[src/core/power_seq_pkg.sv]
// What the host and this block must do
// RQ1: Host keeps clock enables low, chip selects high, 8 cycles before reset release.
// RQ2: Host leaves at least 8 cycles between two command word programming accesses.
// RQ3: With both enables low and power save on, inputs off after 1 to 4 cycles.
// RQ4: Outputs float 1.5 cycles after clock enable outputs are driven low.
// RQ5: Host holds both enables low 5 cycles before stopping the clock.
// RQ6: Enable input buffers turn off at least 2 cycles after the clock stops.
// RQ7: Static outputs return 1 to 3 cycles after either enable goes high.
// RQ8: In the test band only band two timing applies; application band meets all.
// RQ9: Power saving entered only with both enables low and power save bit set.
package power_seq_pkg;

    // ========================================
    // Timing figures in clock periods; output float in tenths of a period.
    localparam int RESET_LEAD_TCK = 8;
    localparam int COMMAND_SPACING_TCK = 8;
    localparam int INPUT_DISABLE_TCK = 2;
    localparam int OUTPUT_FLOAT_TENTHS_TCK = 15;
    localparam int CLOCK_STOP_LEAD_TCK = 5;
    localparam int ENABLE_DISABLE_TCK = 2;
    localparam int STATIC_RETURN_TCK = 2;

    // ========================================
    // Derived cycle counts at one cycle per clock period.
    localparam int CNT_W = 4;
    localparam logic [CNT_W-1:0] SPACING_CYCLES = CNT_W'(COMMAND_SPACING_TCK);
    localparam logic [CNT_W-1:0] INDIS_CYCLES = CNT_W'(INPUT_DISABLE_TCK);
    localparam logic [CNT_W-1:0] FLOAT_CYCLES = CNT_W'((OUTPUT_FLOAT_TENTHS_TCK + 9) / 10);
    localparam logic [CNT_W-1:0] CKEV_CYCLES = CNT_W'(ENABLE_DISABLE_TCK);
    localparam logic [CNT_W-1:0] RETURN_CYCLES = CNT_W'(STATIC_RETURN_TCK);
    localparam logic [CNT_W-1:0] COUNT_RESET = 4'h0;

    // ========================================
    // Carriers.
    typedef struct packed {
        logic enable;
        logic option;
    } power_word_t;

    typedef struct packed {
        logic input_buffers_on;
        logic enable_buffers_on;
        logic outputs_driven;
        logic static_outputs_valid;
    } buffer_ctrl_t;

    localparam buffer_ctrl_t BUFFERS_RESET = 4'hf;

    typedef enum logic [2:0] {
        ACTIVE,
        ENTERING,
        PARKED,
        FLOATED,
        STOPPED,
        EXITING
    } seq_state_t;

endpackage

[src/core/cycle_counter.sv]
`timescale 1ns/1ps
`default_nettype none
module cycle_counter
    import power_seq_pkg::*;
(
    // Clock and reset.
    input wire logic clock_in,
    input wire logic rst_in,
    // Control.
    input wire logic clear_in,
    // Count.
    output logic [CNT_W-1:0] count_out
);
    logic [CNT_W-1:0] next_count;

    // ========================================
    // Saturating count, cleared to zero.
    always_comb
    begin
        if (clear_in)
            next_count = COUNT_RESET;
        else if (&count_out)
            next_count = count_out;
        else
            next_count = count_out + 4'h1;
    end

    always_ff @(posedge clock_in or posedge rst_in)
    begin
        if (rst_in)
            count_out <= COUNT_RESET;
        else
            count_out <= next_count;
    end
endmodule // cycle_counter
`default_nettype wire

[src/core/power_sequencer.sv]
`timescale 1ns/1ps
`default_nettype none
module power_sequencer
(
    // Clock and reset.
    input wire logic clock_in,
    input wire logic rst_in,
    // Host side inputs.
    input wire logic [1:0] clock_enable_inputs_in,
    input wire logic [3:0] chip_select_inputs_in,
    input wire power_seq_pkg::power_word_t power_save_control_word_in,
    input wire logic command_write_in,
    input wire logic clock_stopped_in,
    input wire logic test_band_in,
    // Device side outputs.
    output logic [1:0] clock_enable_outputs_out,
    output power_seq_pkg::buffer_ctrl_t buffers_out,
    output logic spacing_violation_out
);
    import power_seq_pkg::*;

    seq_state_t state;
    seq_state_t next_state;
    logic [CNT_W-1:0] state_count;
    logic [CNT_W-1:0] spacing_count;
    logic seen_write;
    logic next_seen_write;
    logic next_violation;
    logic [1:0] next_cke_out;
    buffer_ctrl_t next_buffers;
    logic both_low;
    logic any_high;
    logic power_save_on;
    logic timer_clear;

    // ========================================
    // Helpers.
    function automatic logic count_done(input logic [CNT_W-1:0] count, input logic [CNT_W-1:0] cycles);
        return count == cycles - 4'h1;
    endfunction

    function automatic logic is_saving(input seq_state_t s);
        return s inside {PARKED, FLOATED, STOPPED};
    endfunction

    assign both_low = ~|clock_enable_inputs_in;
    assign any_high = |clock_enable_inputs_in;
    assign power_save_on = power_save_control_word_in.enable;

    // ========================================
    // Counters.
    // Counting in FLOATED restarts whenever the clock is seen running again.
    assign timer_clear = (next_state != state) || (state == FLOATED && !clock_stopped_in); // see RQ6

    cycle_counter state_timer (
        .clock_in(clock_in),
        .rst_in(rst_in),
        .clear_in(timer_clear),
        .count_out(state_count)
    );

    cycle_counter spacing_timer (
        .clock_in(clock_in),
        .rst_in(rst_in),
        .clear_in(command_write_in),
        .count_out(spacing_count)
    );

    // ========================================
    // Power save sequence.
    always_comb
    begin
        next_state = state;
        case (state)
            ACTIVE:
                if (both_low && power_save_on) // see RQ9
                    next_state = ENTERING;
            ENTERING:
                if (any_high || !power_save_on) // see RQ9
                    next_state = EXITING;
                else if (count_done(state_count, INDIS_CYCLES)) // see RQ3
                    next_state = PARKED;
            PARKED:
                if (any_high) // see RQ7
                    next_state = EXITING;
                else if (count_done(state_count, FLOAT_CYCLES)) // see RQ4
                    next_state = FLOATED;
            FLOATED:
                if (any_high)
                    next_state = EXITING;
                else if (!clock_stopped_in) // see RQ5
                    next_state = FLOATED;
                else if (state_count == CKEV_CYCLES) // see RQ6
                    next_state = STOPPED;
            STOPPED:
                if (any_high)
                    next_state = EXITING;
            EXITING:
                // Both frequency bands use the same return count, inside band two limits.
                if (count_done(state_count, RETURN_CYCLES)) // see RQ7, see RQ8
                    next_state = ACTIVE;
            default:
                next_state = ACTIVE;
        endcase
    end

    // Buffer controls follow the state being entered.
    always_comb
    begin
        next_buffers.input_buffers_on = !is_saving(next_state); // see RQ3
        next_buffers.outputs_driven = !(next_state inside {FLOATED, STOPPED}); // see RQ4
        next_buffers.enable_buffers_on = next_state != STOPPED; // see RQ6
        next_buffers.static_outputs_valid = next_state inside {ACTIVE, ENTERING}; // see RQ7
        next_cke_out = next_buffers.input_buffers_on ? clock_enable_inputs_in : 2'h0;
    end

    always_ff @(posedge clock_in or posedge rst_in)
    begin
        if (rst_in)
        begin
            state <= ACTIVE;
            buffers_out <= BUFFERS_RESET;
            clock_enable_outputs_out <= 2'h0;
        end
        else
        begin
            state <= next_state;
            buffers_out <= next_buffers;
            clock_enable_outputs_out <= next_cke_out;
        end
    end

    // ========================================
    // Command word spacing monitor; the first cycles after reset rely on a quiet host.
    always_comb
    begin
        next_seen_write = seen_write | command_write_in;
        next_violation = command_write_in && seen_write && (spacing_count < SPACING_CYCLES - 4'h1); // see RQ2, see RQ1
    end

    always_ff @(posedge clock_in or posedge rst_in)
    begin
        if (rst_in)
        begin
            seen_write <= 1'b0;
            spacing_violation_out <= 1'b0;
        end
        else
        begin
            seen_write <= next_seen_write;
            spacing_violation_out <= next_violation;
        end
    end

    // ========================================
    // Checks.
    logic entry_seen;
    assign entry_seen = (state == ACTIVE) && both_low && power_save_on;

    chk_indis_early: assert property (@(posedge clock_in) disable iff (rst_in) // see RQ3
        entry_seen |=> buffers_out.input_buffers_on)
        else $error("input buffers disabled too early");

    chk_indis_late: assert property (@(posedge clock_in) disable iff (rst_in) // see RQ3
        entry_seen ##1 (both_low && power_save_on)[*2] |=> !buffers_out.input_buffers_on)
        else $error("input buffers not disabled in time");

    chk_float_time: assert property (@(posedge clock_in) disable iff (rst_in) // see RQ4
        $fell(buffers_out.input_buffers_on) ##0 both_low ##1 both_low
        |-> (clock_enable_outputs_out == 2'h0) && buffers_out.outputs_driven ##1 !buffers_out.outputs_driven)
        else $error("outputs did not float after the set delay");

    chk_enable_buffers: assert property (@(posedge clock_in) disable iff (rst_in) // see RQ6
        (state == FLOATED && both_low && $rose(clock_stopped_in))
        |=> (buffers_out.enable_buffers_on)[*2])
        else $error("enable buffers disabled too early");

    chk_enable_off: assert property (@(posedge clock_in) disable iff (rst_in) // see RQ6
        (state == FLOATED && both_low && clock_stopped_in)[*3] |=> !buffers_out.enable_buffers_on)
        else $error("enable buffers not disabled after clock stop");

    chk_cke_forced: assert property (@(posedge clock_in) disable iff (rst_in) // see RQ3
        !buffers_out.input_buffers_on |-> clock_enable_outputs_out == 2'h0)
        else $error("clock enable outputs not held low");

    chk_exit_restores: assert property (@(posedge clock_in) disable iff (rst_in) // see RQ9
        (is_saving(state) && any_high)
        |=> buffers_out.input_buffers_on && buffers_out.outputs_driven && buffers_out.enable_buffers_on)
        else $error("buffers not restored on exit");

    chk_abort_entry: assert property (@(posedge clock_in) disable iff (rst_in) // see RQ9
        (state == ENTERING && (any_high || !power_save_on)) |=> state == EXITING)
        else $error("entry not abandoned on exit condition");

    chk_static_return: assert property (@(posedge clock_in) disable iff (rst_in) // see RQ7
        (is_saving(state) && any_high)
        |-> ##[1:3] buffers_out.static_outputs_valid)
        else $error("static outputs late after exit");

    chk_test_band: assert property (@(posedge clock_in) disable iff (rst_in) // see RQ8
        (test_band_in && state == EXITING && $past(state) != EXITING)
        |-> ##[0:2] buffers_out.static_outputs_valid)
        else $error("test band return too slow");

    chk_no_entry: assert property (@(posedge clock_in) disable iff (rst_in) // see RQ9
        (state == ACTIVE && !(both_low && power_save_on)) |=> state == ACTIVE)
        else $error("power save entered without its conditions");

    chk_spacing_flag: assert property (@(posedge clock_in) disable iff (rst_in) // see RQ2
        command_write_in ##1 (!command_write_in)[*6] ##1 command_write_in |=> spacing_violation_out)
        else $error("close command writes not flagged");

    chk_spacing_legal: assert property (@(posedge clock_in) disable iff (rst_in) // see RQ2
        command_write_in ##1 (!command_write_in)[*7] ##1 command_write_in |=> !spacing_violation_out)
        else $error("legally spaced command writes flagged");

    cov_float: cover property (@(posedge clock_in) disable iff (rst_in)
        $fell(buffers_out.outputs_driven));
    cov_stop: cover property (@(posedge clock_in) disable iff (rst_in)
        $fell(buffers_out.enable_buffers_on));
    cov_exit: cover property (@(posedge clock_in) disable iff (rst_in)
        state == STOPPED ##1 state == EXITING);
    cov_abort: cover property (@(posedge clock_in) disable iff (rst_in)
        state == ENTERING ##1 state == EXITING);
    cov_spacing: cover property (@(posedge clock_in) disable iff (rst_in)
        $rose(spacing_violation_out));
endmodule // power_sequencer
`default_nettype wire

[config.mk]
export PLATFORM = sky130hd
export DESIGN_NAME = power_sequencer
export DESIGN_NICKNAME = d
export VERILOG_FILES = /design/src/core/power_seq_pkg.sv /design/src/core/cycle_counter.sv /design/src/core/power_sequencer.sv
export SDC_FILE = /design/constraint.sdc
export NUM_CORES = 1
export LEC_CHECK = 0
export BUFFER_PORTS_ARGS = -buffer_cell sky130_fd_sc_hd__buf_4
export CAP_MARGIN = 20
export CORE_MARGIN = 3
export CORE_UTILIZATION = 57
export DETAILED_ROUTE_END_ITERATION = 16
export MAX_ROUTING_LAYER = met4
export PLACE_DENSITY = 0.82
export SLEW_MARGIN = 30
export SYNTH_ARGS = -nofsm -noshare
export SYNTH_HDL_FRONTEND = slang
export SYNTH_SLANG_ARGS = --single-unit
[constraint.sdc]
create_clock -name clock_in -period 3.1 [get_ports clock_in]
set_input_delay 0.465 -clock clock_in [delete_from_list [all_inputs] [get_ports clock_in]]
set_output_delay 0.465 -clock clock_in [all_outputs]
set_load 0.005 [all_outputs]
==> reports/results.ini <==
[cts]
cts_inserted_buffers = 3
cts_resized = 0
cts_hold_buf = 0
clk_pin_slew_ns = 0.10
cts.path.max_buffers = 2
clk_latency_ns = 0.29
cts_setup_buffers = 0
root_buffer = clkbuf_4
ctsHtreeMaxLevel = 1
cts_tree = done
cts.sinks = 19

[timing]
fin_crit_ns = 2.07
grt_setup_unrepaired = no
max_freq_ghz = 0.484
period_share = 0.666
fin_hold_ws_ns = 0.269
slew_headroom = 0.546
slew_violations = 0
setup_viol = 0
fin_skew_ns = 0.00836
fin_setup_tns_ns = 0
worst_slew_pin_slew_ns = 0.681
hold_viol_final = 0

[layout]
seqCellArea_sq_um = 480
syn2layout_area_growth_pct = 10.9
diodes = 0
multiInputGateArea_sq_um = 515
drive_gt1_frac = 0.291
final_common_cell = nor2_1
final.fill_count = 120
final_cell_mix = 16 x nor2_1, 15 x dfrtp_1, 13 x buf_4
fin_nets = 128

[setup_path]
cp.buffers_inverters = 1
crit_path_start = state_timer.count_out[1]
worstSetupPathType = flip-flop to flip-flop
start_kind = flip-flop
r2r_end = buffers_out[1]
rrSetupSlack_ns = 1.03
cp-endpoint = buffers_out[1]
cp_data_required_time_ns = 3.30
slowest_stage = dfrtp_1
critical-path-max-stage-delay_ns = 0.46
cp_data_arrival_time_ns = 2.27
worst-path-stages = 7
worstPathCellList = inv_1 > ha_1 > nor3b_2 > o311ai_1 > nand3_1 > a2111o_1 > a21boi_1
cpLargestDelayFamily = compound AO/OA/AOI/OAI gates
rr_worst_depth = 7
crit_path_end_kind = flip-flop
reg2reg_from = state_timer.count_out[1]
path_max_fanout = 6

[yosys]
yosysUniqueCellTypes = 44
ys_ff_latch = 19
yosysTopAreaCellShare = 0.356
yosys_most_used_dff = dfrtp_1
synth_seq_area_share = 0.456
syn-mean-instance-area_sq_um = 10.6
syn_nets = 116
synthArstFlopShare = 1.00
yosysWarnings = 0
synth_top_area_cell = dfrtp_1
synthCells = 99
synth_edf_count = 0
syn_area_sq_um = 1050
synth_top_cells_by_area = dfrtp_1 36%, dfstp_2 10%, nor2_1 5.7%

[pwr]
p_seq_frac = 0.438
p_total_mw = 0.911
p_sw_mw = 0.343
p_comb_frac = 0.430
p_int_mw = 0.568
power_leakage_nw = 0.518
switching_share = 0.377
p_per_area_nw_per_um2 = 780
pwr-share-clk = 0.131
vdd_drop_max_mv = 0.589

[floorplanning]
die-area_sq_um = 2400
boundaryPins = 20
fp.dieH_um = 49.0
rows = 14
start_util = 0.654
core_sq_um = 1610
die_x_um = 49.0

[global_routing]
grt_max_degree = 20
grt_antenna_before_repair = 0
grt_usage = 0.171
grt_first_pass_wirelength_mm = 3.13
overflow = 0
grt_pass1_vias = 703

[run]
drv_cap = 0

[route]
ant_nets = 0
dr.pass1.iters = 4
routedWlPerCell_um = 13.7
num_vias = 762
viasPerCell = 5.69
detailedRoute.firstIterationViolations = 18
drc = 0
wl_mm = 1.83

[hold_path]
hp-class = primary input to asynchronous set/reset pin

[placed_design]
hpwl_mm = 1.37
gp_congestion = 0.924
io_buffers = 13

[outcome]
status = complete, no violations

-- per-layer routing --
layer  up-vias  global-route usage  routed length [um]  part of all wire
met4         0              0.0427                   7            0.0038
met3         2              0.0489                  69             0.038
met1       359               0.224                 917              0.50
met5         -                   -                   0                 0
met2        16               0.262                 835              0.46
li1        385                   -                   -                 -
-- synthesized netlist by cell type (all sizes together), types with 2 or more instances --
cell type / n
dfrtp: 15
clkbuf: 2
xnor2: 2
nor3: 3
nor3b: 2
dfstp: 4
ha: 4
o22ai: 2
inv: 5
a21oi: 2
nor2: 16
nand2: 2
or2b: 2
nand3: 6
a211oi: 3
a31oi: 3
a2111o: 2
buf: 4
o21ai: 2
-- area by class of cell --
class                   count  share of cell area
multi-input cells          69               0.441
repair buffers             13              0.0835
inverters                   5              0.0161
well taps                  24              0.0257
clock buffers               4              0.0225
flip-flops and latches     19               0.411
-- kinds of logic after synthesis --
group,count (synthesis),share of synthesized area
muxes,1,0.00950
DFF,19,0.456
adders and majority gates,4,0.0475
AOI/OAI and AO/OA,23,0.197
and+or+nand+nor,39,0.219
xor gates and xnor gates,2,0.0166
buffers and inverters,11,0.0546
-- per-stage QoR --
| step | instances | setup slack [ns] | utilization | cell area [sq um] |
|---|---|---|---|---|
| 2_1_floorplan | 99 | 1.25 | - | 1050 |
| 3_3_place_gp | 130 | 1.09 | 0.709 | 1140 |
| 3_5_place_dp | 130 | 1.06 | 0.709 | 1140 |
| 4_1_cts | 134 | 1.03 | 0.725 | 1170 |
| 5_1_grt | 134 | 0.908 | 0.725 | 1170 |
| 6_report | 134 | 1.03 | 0.725 | 1170 |
-- state kept, by name, summed over array words and instances (netlist names) --
name	cells
state_timer.count_out	4
seen_write	1
spacing_timer.count_out	4
clock_enable_outputs_out	2
state	3
spacing_violation_out	1
buffers_out	4
-- power groups by stage --
| stage | Combinational [mW] | Sequential [mW] | Clock (mW) |
|---|---|---|---|
| 2_1_floorplan | 0.337 | 0.363 | 0 |
| 3_3_place_gp | 0.388 | 0.397 | 0 |
| 3_5_place_dp | 0.396 | 0.400 | 0 |
| 4_1_cts | 0.395 | 0.398 | 0.126 |
| 5_1_grt | 0.437 | 0.409 | 0.138 |
| 6_report | 0.392 | 0.399 | 0.120 |
-- worst min path at each step --
stage                          start                           to  slack (ns)  depth (start not counted)
after floorplan               rst_in  clock_enable_outputs_out[0]        0.41                          1
after global placement    seen_write                   seen_write        0.46                          1
after detailed placement  seen_write                   seen_write        0.46                          1
after CTS                     rst_in   spacing_timer.count_out[1]        0.29                          2
after global routing          rst_in   spacing_timer.count_out[0]        0.30                          2
final                         rst_in   spacing_timer.count_out[1]        0.27                          2
Power figures use the tool's default switching activity.
